$ cat config.mk
export PLATFORM = sky130hd
export DESIGN_NAME = serdes_rx_clocking_setup
export DESIGN_NICKNAME = d
export VERILOG_FILES = /design/src/rtl/lane_phase_tracker.v /design/src/rtl/serdes_rx_clocking_setup.v
export VERILOG_INCLUDE_DIRS = /design/src /design/src/rtl
export SDC_FILE = /design/constraint.sdc
export NUM_CORES = 1
export LEC_CHECK = 0
export BUFFER_PORTS_ARGS = -buffer_cell sky130_fd_sc_hd__buf_2
export CAP_MARGIN = 10
export CORE_UTILIZATION = 45
export DETAILED_ROUTE_END_ITERATION = 12
export PLACE_DENSITY = 0.73
export SLEW_MARGIN = 20
export SYNTH_ARGS = -nofsm -noshare
export SYNTH_HDL_FRONTEND = slang
export SYNTH_SLANG_ARGS = --single-unit
$ cat constraint.sdc
create_clock -name clk_sys_i -period 7 [get_ports clk_sys_i]
set_clock_uncertainty 0.15 [all_clocks]
set_input_delay 1.05 -clock clk_sys_i [delete_from_list [all_inputs] [get_ports clk_sys_i]]
set_output_delay 1.05 -clock clk_sys_i [all_outputs]
set_load 0.005 [all_outputs]
$ cat src/rtl/serdes_rx_clocking_consts.vh
// offsets, fields, reset values and ratios for the receive clocking block
`ifndef SERDES_RX_CLOCKING_CONSTS_VH
`define SERDES_RX_CLOCKING_CONSTS_VH

// ********************
// register offsets
// ********************
`define ADDR_IRQ_ENABLE_LINK      12'h01F
`define ADDR_IRQ_STATUS_LINK      12'h023
`define ADDR_SERIAL_POWER_CTRL    12'h200
`define ADDR_LANE_POWER_DOWN      12'h201
`define ADDR_RECOVERY_RESET_CTRL  12'h206
`define ADDR_RECOVERY_SAMPLING    12'h230
`define ADDR_EQUALIZER_CTRL       12'h268
`define ADDR_LANE_PLL_CTRL        12'h280
`define ADDR_LANE_PLL_STATUS      12'h281
`define ADDR_LANE_PLL_DIVIDER     12'h289

// ********************
// field positions
// ********************
`define BIT_IRQ_PLL_LOCK          2
`define BIT_IRQ_PLL_LOST          3
`define BIT_SERIAL_POWER_OFF      0
`define BIT_RECOVERY_RESET        0
`define BIT_HALF_RATE             5
`define BIT_OVERSAMPLE            1
`define BIT_EQ_SEL_LO             6
`define BIT_PLL_ENABLE            0
`define BIT_PLL_RECAL             2
`define BIT_STAT_LOCK             0
`define BIT_STAT_CAL_OK           3
`define BIT_STAT_BAND_HIGH        4
`define BIT_STAT_BAND_LOW         5

// ********************
// field encodings
// ********************
`define DIV_SEL_BY1               2'h2
`define DIV_SEL_BY2               2'h1
`define DIV_SEL_BY4               2'h0
`define EQ_SEL_LOW_POWER          2'h1
`define EQ_SEL_NORMAL             2'h0

// ********************
// reset values
// ********************
`define RST_IRQ_ENABLE_LINK       8'h00
`define RST_SERIAL_POWER_CTRL     8'h01
`define RST_LANE_POWER_DOWN       8'h00
`define RST_GENERAL               8'h00

// ********************
// rate ratios, counted in lane bit times, bytes per processing tick in bytes
// ********************
`define BITS_PER_BYTE             4'hA
`define BYTES_PER_PCLK            3'h4
`define BITS_PER_REFERENCE        6'h28

`endif

$ cat src/rtl/lane_phase_tracker.v
// per-lane sampling phase tracker of the recovery stage
`timescale 1ns/1ps

module lane_phase_tracker #(
	parameter PHASE_W = 2
) (
	input  wire               clk_sys_i,
	input  wire               rst_n_i,
	input  wire               active_i,
	input  wire               sample_i,
	input  wire [PHASE_W-1:0] slot_i,
	output reg  [PHASE_W-1:0] phase_o
);

	reg                prev_q;
	wire [PHASE_W-1:0] target;

	// edges should sit half a window away from the sampling point
	assign target = slot_i + {1'b1, {(PHASE_W-1){1'b0}}};

	// ********************
	// phase stepping
	// ********************
	// one step per edge keeps noise on a single edge from jumping the phase
	always @(posedge clk_sys_i) begin
		if (!rst_n_i || !active_i) begin
			prev_q  <= 1'b0;
			phase_o <= {PHASE_W{1'b0}};
		end else begin
			prev_q <= sample_i;
			if (prev_q != sample_i && phase_o != target) begin
				if ((target - phase_o) < {1'b1, {(PHASE_W-1){1'b0}}})
					phase_o <= phase_o + {{(PHASE_W-1){1'b0}}, 1'b1};
				else
					phase_o <= phase_o - {{(PHASE_W-1){1'b0}}, 1'b1};
			end
		end
	end

endmodule // lane_phase_tracker

$ cat src/rtl/serdes_rx_clocking_setup.v
// register file and clock-rate logic of the serial receiver clocking
`timescale 1ns/1ps
`include "serdes_rx_clocking_consts.vh"

module serdes_rx_clocking_setup #(
	parameter LANES   = 8,
	parameter PHASE_W = 2
) (
	input  wire               clk_sys_i,
	input  wire               rst_n_i,
	// register port
	input  wire [11:0]        reg_addr_i,
	input  wire               reg_wr_i,
	input  wire [7:0]         reg_wdata_i,
	input  wire               reg_rd_i,
	output reg  [7:0]         reg_rdata_o,
	output reg                reg_rvalid_o,
	// frame size, octets per frame per lane
	input  wire [4:0]         octets_per_frame_i,
	// analog lane PLL status
	input  wire               pll_locked_i,
	input  wire               pll_cal_done_i,
	input  wire               pll_band_high_i,
	input  wire               pll_band_low_i,
	// sampled serial lanes
	input  wire [LANES-1:0]   serial_lane_input_i,
	// PLL control
	output wire               pll_enable_o,
	output reg                pll_recal_o,
	output reg  [2:0]         reference_divide_factor_o,
	output reg                pfd_tick_o,
	output reg                quadrature_clk_o,
	// derived rate strobes
	output reg                byte_tick_o,
	output reg                processing_clock_tick_o,
	output reg                frame_tick_o,
	// recovery and lanes
	output wire               half_rate_sampling_on_o,
	output wire               double_oversample_on_o,
	output wire               recovery_reset_o,
	output wire [LANES-1:0]   lane_powered_o,
	output wire [LANES*PHASE_W-1:0] lane_phase_o,
	output wire               equalizer_low_power_o,
	output wire               irq_link_o
);

	// ********************
	// registers
	// ********************
	// software-visible control bits
	reg  [7:0]         irq_enable_link_q;
	reg  [7:0]         irq_status_link_q;
	reg                serial_power_off_q;
	reg  [LANES-1:0]   lane_power_off_mask_q;
	reg                recovery_reset_q;
	reg  [7:0]         recovery_sampling_ctrl_q;
	reg  [1:0]         equalizer_power_select_q;
	reg  [7:0]         lane_pll_ctrl_q;
	reg  [1:0]         pll_divide_select_q;

	// sticky flags and edge history
	reg                band_high_q;
	reg                band_low_q;
	reg                lock_prev_q;

	// rate counters: bit times, bytes, frame octets, processing ticks and slots
	reg  [3:0]         bit_cnt_q;
	reg  [2:0]         byte_cnt_q;
	reg  [4:0]         frame_cnt_q;
	reg  [2:0]         pfd_cnt_q;
	reg  [PHASE_W-1:0] slot_q;

	// read path
	reg  [7:0]         pll_status;
	reg  [7:0]         rdata_d;

	// decoded strobes and edges
	wire               wr_irq_status;
	wire               lock_rise;
	wire               lock_fall;
	wire               recal_start;
	wire               byte_end;
	wire               pclk_end;
	wire               serial_up;

	// ********************
	// local constants
	// ********************
	localparam [3:0] BYTE_LAST = `BITS_PER_BYTE - 4'h1;
	localparam [2:0] PCLK_LAST = `BYTES_PER_PCLK - 3'h1;

	// write decode and lock edges; lock is compared with the
	// last cycle, so a one-cycle dropout raises both events
	assign wr_irq_status = reg_wr_i && reg_addr_i == `ADDR_IRQ_STATUS_LINK;
	assign lock_rise     = pll_locked_i && !lock_prev_q;
	assign lock_fall     = !pll_locked_i && lock_prev_q;
	assign recal_start   = reg_wr_i && reg_addr_i == `ADDR_LANE_PLL_CTRL &&
		reg_wdata_i[`BIT_PLL_RECAL] && !lane_pll_ctrl_q[`BIT_PLL_RECAL];
	assign serial_up     = !serial_power_off_q;

	// ********************
	// register writes
	// ********************
	// no ordering check on enable versus divider: a wrong order simply
	// switches the running divider to the new factor at once, mid-count
	// writes to unmapped addresses are dropped without notice
	always @(posedge clk_sys_i) begin
		if (!rst_n_i) begin
			irq_enable_link_q        <= `RST_IRQ_ENABLE_LINK;
			// interface starts powered off until software clears it
			serial_power_off_q       <= 1'b1;
			lane_power_off_mask_q    <= {LANES{1'b0}};
			recovery_reset_q         <= 1'b0;
			recovery_sampling_ctrl_q <= `RST_GENERAL;
			equalizer_power_select_q <= `EQ_SEL_NORMAL;
			lane_pll_ctrl_q          <= `RST_GENERAL;
			pll_divide_select_q      <= `DIV_SEL_BY4;
		end else if (reg_wr_i) begin
			case (reg_addr_i)
				`ADDR_IRQ_ENABLE_LINK:     irq_enable_link_q <= reg_wdata_i;
				`ADDR_SERIAL_POWER_CTRL:
					serial_power_off_q <= reg_wdata_i[`BIT_SERIAL_POWER_OFF];
				`ADDR_LANE_POWER_DOWN:
					lane_power_off_mask_q <= reg_wdata_i[LANES-1:0];
				`ADDR_RECOVERY_RESET_CTRL:
					recovery_reset_q <= reg_wdata_i[`BIT_RECOVERY_RESET];
				`ADDR_RECOVERY_SAMPLING:   recovery_sampling_ctrl_q <= reg_wdata_i;
				`ADDR_EQUALIZER_CTRL:
					equalizer_power_select_q <= reg_wdata_i[`BIT_EQ_SEL_LO+1:`BIT_EQ_SEL_LO];
				`ADDR_LANE_PLL_CTRL:       lane_pll_ctrl_q <= reg_wdata_i;
				`ADDR_LANE_PLL_DIVIDER:    pll_divide_select_q <= reg_wdata_i[1:0];
				// the status register is read-only, so its writes land here
				default: ;
			endcase
		end
	end

	// ********************
	// lock events and band-edge flags
	// ********************
	// write one to clear; a new event in the clearing cycle still lands
	always @(posedge clk_sys_i) begin
		if (!rst_n_i) begin
			irq_status_link_q <= 8'h00;
			lock_prev_q       <= 1'b0;
			band_high_q       <= 1'b0;
			band_low_q        <= 1'b0;
			pll_recal_o       <= 1'b0;
		end else begin
			// remember lock for the edge detectors
			// status bits without a source here stay at zero
			lock_prev_q <= pll_locked_i;
			irq_status_link_q[`BIT_IRQ_PLL_LOCK] <= lock_rise ||
				(irq_status_link_q[`BIT_IRQ_PLL_LOCK] &&
				!(wr_irq_status && reg_wdata_i[`BIT_IRQ_PLL_LOCK]));
			irq_status_link_q[`BIT_IRQ_PLL_LOST] <= lock_fall ||
				(irq_status_link_q[`BIT_IRQ_PLL_LOST] &&
				!(wr_irq_status && reg_wdata_i[`BIT_IRQ_PLL_LOST]));
			// flags hold until a recalibration begins, band hit wins
			// a start is a fresh 0->1 write of the recal bit
			band_high_q <= pll_band_high_i || (band_high_q && !recal_start);
			band_low_q  <= pll_band_low_i || (band_low_q && !recal_start);
			pll_recal_o <= recal_start;
		end
	end

	// level interrupt: any enabled status bit holds it high
	assign irq_link_o = |(irq_status_link_q & irq_enable_link_q);

	// ********************
	// derived rate strobes
	// ********************
	// one system clock stands for one lane bit time; byte strobe
	// every ten bits, processing strobe every four bytes
	assign byte_end = bit_cnt_q == BYTE_LAST;
	assign pclk_end = byte_end && byte_cnt_q == PCLK_LAST;

	// counters restart on power-down, so the strobes keep no
	// phase across a power cycle
	always @(posedge clk_sys_i) begin
		if (!rst_n_i || !serial_up) begin
			bit_cnt_q               <= 4'h0;
			byte_cnt_q              <= 3'h0;
			frame_cnt_q             <= 5'h00;
			byte_tick_o             <= 1'b0;
			processing_clock_tick_o <= 1'b0;
			frame_tick_o            <= 1'b0;
		end else begin
			bit_cnt_q   <= byte_end ? 4'h0 : bit_cnt_q + 4'h1;
			byte_tick_o <= byte_end;
			if (byte_end)
				byte_cnt_q <= pclk_end ? 3'h0 : byte_cnt_q + 3'h1;
			processing_clock_tick_o <= pclk_end;
			// a frame size of zero is treated as one octet; a size change
			// needs no clear, the >= compare folds the count back
			if (byte_end) begin
				if (frame_cnt_q + 5'h01 >= octets_per_frame_i)
					frame_cnt_q <= 5'h00;
				else
					frame_cnt_q <= frame_cnt_q + 5'h01;
			end
			frame_tick_o <= byte_end && (frame_cnt_q + 5'h01 >= octets_per_frame_i);
		end
	end

	// ********************
	// reference divider and quadrature clock
	// ********************
	// code 3 is unused and falls back to the slowest reference
	always @* begin
		case (pll_divide_select_q)
			`DIV_SEL_BY1: reference_divide_factor_o = 3'h1;
			`DIV_SEL_BY2: reference_divide_factor_o = 3'h2;
			`DIV_SEL_BY4: reference_divide_factor_o = 3'h4;
			default:      reference_divide_factor_o = 3'h4;
		endcase
	end

	// enable only reaches the PLL while the interface is up
	assign pll_enable_o = lane_pll_ctrl_q[`BIT_PLL_ENABLE] && serial_up;

	// the reference is the processing tick, so the divider counts those
	// counter clears while disabled, so a new factor starts clean
	always @(posedge clk_sys_i) begin
		if (!rst_n_i || !pll_enable_o) begin
			pfd_cnt_q        <= 3'h0;
			pfd_tick_o       <= 1'b0;
			quadrature_clk_o <= 1'b0;
		end else begin
			// tick lands with the processing tick that ends a count
			pfd_tick_o <= 1'b0;
			if (pclk_end) begin
				if (pfd_cnt_q + 3'h1 >= reference_divide_factor_o) begin
					pfd_cnt_q  <= 3'h0;
					pfd_tick_o <= 1'b1;
				end else begin
					pfd_cnt_q <= pfd_cnt_q + 3'h1;
				end
			end
			// oscillator halved; only runs once lock is reported
			// one toggle per system clock stands for the halved oscillator
			if (pll_locked_i)
				quadrature_clk_o <= !quadrature_clk_o;
		end
	end

	// ********************
	// recovery stage and lanes
	// ********************
	// sampling modes pass straight through; a legal pair for the
	// lane rate is up to the host, nothing here checks it
	assign half_rate_sampling_on_o = recovery_sampling_ctrl_q[`BIT_HALF_RATE];
	assign double_oversample_on_o  = recovery_sampling_ctrl_q[`BIT_OVERSAMPLE];
	assign recovery_reset_o        = recovery_reset_q;
	assign lane_powered_o          = serial_up ? ~lane_power_off_mask_q : {LANES{1'b0}};
	assign equalizer_low_power_o   = equalizer_power_select_q == `EQ_SEL_LOW_POWER;

	// shared slot counter gives every tracker the same time base
	// free-running; only its relative phase matters
	always @(posedge clk_sys_i) begin
		if (!rst_n_i)
			slot_q <= {PHASE_W{1'b0}};
		else
			slot_q <= slot_q + {{(PHASE_W-1){1'b0}}, 1'b1};
	end

	// one tracker per lane, each with its own edge history;
	// a tracker clears while its lane is off, the recovery
	// stage is held in reset, or the PLL is unlocked
	genvar g;
	generate
		for (g = 0; g < LANES; g = g + 1) begin : g_lane
			lane_phase_tracker #(
				.PHASE_W (PHASE_W)
			) u_track (
				.clk_sys_i (clk_sys_i),
				.rst_n_i   (rst_n_i),
				.active_i  (lane_powered_o[g] && !recovery_reset_q && pll_locked_i),
				.sample_i  (serial_lane_input_i[g]),
				.slot_i    (slot_q),
				.phase_o   (lane_phase_o[g*PHASE_W +: PHASE_W])
			);
		end
	endgenerate

	// ********************
	// register reads
	// ********************
	// lock and calibration follow the analog inputs live;
	// only the band flags are latched
	always @* begin
		pll_status = 8'h00;
		pll_status[`BIT_STAT_LOCK]      = pll_locked_i;
		pll_status[`BIT_STAT_CAL_OK]    = pll_cal_done_i;
		pll_status[`BIT_STAT_BAND_HIGH] = band_high_q;
		pll_status[`BIT_STAT_BAND_LOW]  = band_low_q;
		case (reg_addr_i)
			`ADDR_IRQ_ENABLE_LINK:     rdata_d = irq_enable_link_q;
			`ADDR_IRQ_STATUS_LINK:     rdata_d = irq_status_link_q;
			`ADDR_SERIAL_POWER_CTRL:   rdata_d = {7'h00, serial_power_off_q};
			`ADDR_LANE_POWER_DOWN:     rdata_d = lane_power_off_mask_q;
			`ADDR_RECOVERY_RESET_CTRL: rdata_d = {7'h00, recovery_reset_q};
			`ADDR_RECOVERY_SAMPLING:   rdata_d = recovery_sampling_ctrl_q;
			`ADDR_EQUALIZER_CTRL:      rdata_d = {equalizer_power_select_q, 6'h00};
			`ADDR_LANE_PLL_CTRL:       rdata_d = lane_pll_ctrl_q;
			// read-only status, assembled above
			`ADDR_LANE_PLL_STATUS:     rdata_d = pll_status;
			`ADDR_LANE_PLL_DIVIDER:    rdata_d = {6'h00, pll_divide_select_q};
			// unmapped space reads as zero
			default:                   rdata_d = 8'h00;
		endcase
	end

	// registered answer one cycle after the strobe; data holds
	// until the next read so software may sample it late
	always @(posedge clk_sys_i) begin
		if (!rst_n_i) begin
			reg_rdata_o  <= 8'h00;
			reg_rvalid_o <= 1'b0;
		end else begin
			reg_rvalid_o <= reg_rd_i;
			if (reg_rd_i)
				reg_rdata_o <= rdata_d;
		end
	end

endmodule // serdes_rx_clocking_setup

==> results.py <==
metrics = {
    "run_status": {
        "result_of_the_run": "finished, final reports clean",
    },
    "yosys": {
        "synthesis.yosys.warnings": 0,
        "synth_cells": 535,
        "ys_seq_elements": 99,
        "synth-async-reset-ratio_pct": 0,
        "ys.flop_type": "dfxtp_1",
        "yosysSeqAreaShare_pct": 41.7,
        "synthesis.nets": 599,
        "synth_area_per_cell_um2": 8.88,
        "unique_masters_post_synth": 59,
        "mappedNetlistArea_um2": 4750,
        "count_of_flip_flops_with_a_built_in_enable_after_synthesis": 0,
    },
    "timing": {
        "fmax_ghz": 0.345,
        "final_min_period_over_clock_period_pct": 41.5,
        "fin_tns_setup_ps": 0,
        "maxSlewViolCount": 0,
        "slew-limit-headroom_pct": 36.5,
        "hold_viol": 0,
        "rsz0062_at_grt": "no",
        "least_margin_pin_slew_ps": 951,
        "clock_period_minus_worst_slack_ps": 2900,
        "timing.final.setup_violations": 0,
    },
    "power": {
        "net-switching-power_uw": 255,
        "power_frac_comb_pct": 8.2,
        "power.ir.vdd_worst_uv": 110,
        "part_of_the_power_in_the_clock_network_pct": 34.2,
        "total_power_uw": 998,
        "powerDensity_nw_per_um2": 183,
        "net_switching_fraction_of_the_power_pct": 25.6,
        "p_leak_uw": 0.00229,
        "p_seq_share_pct": 57.6,
        "power.internal_uw": 743,
    },
    "die": {
        "die_height_um": 105,
        "die_area_um2": 11000,
        "pin_count": 89,
        "fp.dieW_um": 105,
        "initial_cell_density_of_the_core_pct": 46.2,
        "placementRows": 37,
        "design.core.area_um2": 10300,
    },
    "flow_run": {
        "cap_violations": 0,
    },
    "global_route": {
        "global_route.usage.total_pct": 21.6,
        "grt_pass1_wl_um": 19300,
        "grt_antenna_before_repair": 0,
        "grt_start_max_net_pins": 47,
        "grt_remaining_overflow": 0,
        "grt_pass1_vias": 3980,
    },
    "placed_design": {
        "dp_hpwl_um": 8340,
        "finalWeightedCongestion": 0.918,
        "placement.io_buffers": 88,
    },
    "routing": {
        "routed-wl-met3_um": 673,
        "highest_layer": "met4",
        "avgRoutedWirePerCell_um": 15.1,
        "postRouteAntennaNets": 0,
        "vias": 4128,
        "routed_via_density": 5.48,
        "detailed_route_wl_um": 11300,
        "drc_markers": 0,
        "initialDrtViolationCount": 174,
        "drt_pre_antenna_iters": 5,
        "m1WireLength_um": 5200,
        "wl_met2_um": 5290,
    },
    "cells_and_area": {
        "syn2layout_area_growth_pct": 14.5,
        "design.final.nets": 676,
        "layout.filler_cells": 981,
        "diodes": 0,
        "layout_cells_sized_above_1_pct": 18.6,
    },
    "clock_tree": {
        "cts_setup_buffers": 0,
        "cts-buffers-inserted": 9,
        "hold_buffer_count_at_cts": 0,
        "ctsHtreeMaxLevel": 3,
        "clk_transition_reported_paths_ps": 90,
        "cts_sinks": 99,
        "tritoncts": "done",
        "post_cts_resize_count": 0,
        "number_of_buffers_on_the_longest_clock_path": 2,
        "clock_insertion_delay_worst_skew_ps": 360,
        "clockRootBuffer": "clkbuf_8",
    },
    "critical_path": {
        "timing.critical_path.cells": "buf_2 > or4b_1 > nor3_1 > a22o_1 > a21oi_1 > a31oi_1",
        "worstPathBufferInverterCount": 1,
        "critical_path.endpoint_type": "register",
        "worst_path_dominant_cell_family": "simple AND/OR/NAND/NOR gates",
        "setup.worst_path.class": "primary input to register",
        "critical-path-slowest-cell": "nor3_1",
        "worst_setup_path_start_kind": "primary input",
        "crit_required_ps": 7140,
        "cpPeakStageDelay_ps": 720,
        "crit_arrival_ps": 3040,
        "worstPathMaxFanout": 9,
    },
    "worst_hold_path": {
        "hold_class": "register to register",
    },
}
## stage by stage
step / instances / hold slack (ps) / util, % / setup WS (ps) / cell area [µm²]
floorplan: 535 / 276 / - / 4040 / 4750
global placement: 737 / 283 / 51.2 / 3780 / 5260
detailed placement: 737 / 291 / 51.2 / 3720 / 5260
CTS: 753 / 308 / 53.0 / 4090 / 5440
global route: 753 / 327 / 53.0 / 3980 / 5440
finish: 753 / 307 / 53.0 / 4100 / 5440
## kinds of logic after synthesis
group / after synthesis / share of synthesized area, %
XOR/XNOR: 48 / 8.85
adder cells (fa/ha/maj): 23 / 6.06
AO/OA/AOI/OAI: 101 / 13.7
AND/OR/NAND/NOR: 205 / 21.7
multiplexers: 21 / 4.45
buffers and inverters: 38 / 3.50
flip-flops: 99 / 41.7
## routing by layer
layer  GRT usage (%)  vias up
li1                -     2049
met5               0        -
met4            6.54        0
met1            29.2     1915
met2            35.7      151
met3            2.99       13
## power groups by stage
stage                     Clock, µW  Sequential [µW]  Combinational (µW)
after floorplan                   0              583                55.9
after global placement            0              588                78.2
after detailed placement          0              588                80.7
after CTS                       348              575                81.3
after global routing            378              576                90.8
final                           341              575                81.5
## synth_stat cells (all sizes together) (14+ instances only)
cell type / number / area share, %
nand2: 52 / 4.1
ha: 23 / 6.1
nor2: 57 / 4.5
xnor2: 37 / 6.8
o21ai: 14 / 1.5
mux2i: 20 / 4.2
dfxtp: 99 / 42
clkbuf: 15 / 1.2
nand3: 31 / 3.3
inv: 14 / 1.1
nor3: 17 / 1.8
a21oi: 42 / 4.4
## worst register-to-register path: stages, from the launching register on
cell and delay, ps:
dfxtp_1 430, ha_1 220, nand3_1 100, xnor2_1 160
ha_1 300, nand2_1 50, o21ai_0 460, o21ai_0 180
## state kept, by name, summed over array words and instances, names as in the netlist, 2 cells and up
signal	count
lane_pll_ctrl_q	8
reg_rdata_o	8
pll_divide_select_q	2
pfd_cnt_q	3
slot_q	2
irq_enable_link_q	8
lane_power_off_mask_q	8
irq_status_link_q	2
equalizer_power_select_q	2
byte_cnt_q	3
g_lane.u_track.prev_q	8
frame_cnt_q	5
recovery_sampling_ctrl_q	8
bit_cnt_q	4
g_lane.u_track.phase_o	16
## placed cells by master (no fill, tap or decap), types with 14 or more instances in the layout
master   count
dfxtp_1     99
o21ai_0     14
xnor2_1     37
ha_1        23
a21oi_1     42
nand2_1     52
buf_2       88
nand3_1     31
nor2_1      57
nor3_1      17
mux2i_1     20
## final timing paths
| check | startpoint | to | slack (ps) | cells past startpoint |
|---|---|---|---|---|
| min | irq_enable_link_q[0] | irq_enable_link_q[0] | 310 | 2 |
| max | reg_addr_i[8] | reg_rdata_o[6] | 4100 | 6 |
| max reg2reg | frame_cnt_q[0] | frame_cnt_q[3] | 4810 | 7 |
| min reg2reg | irq_enable_link_q[0] | irq_enable_link_q[0] | 310 | 2 |
## layout make-up
class                   count  area [µm²]  area share, %
multi-input cells         398        2600           47.8
flip-flops and latches     99        1980           36.4
repair buffers             90         455           8.37
well taps                 136         170           3.13
clock buffers              11         141           2.60
inverters                  14        52.6          0.966
clock inverters             5        37.5          0.690
Note: power is estimated with default switching activity, not from simulation.
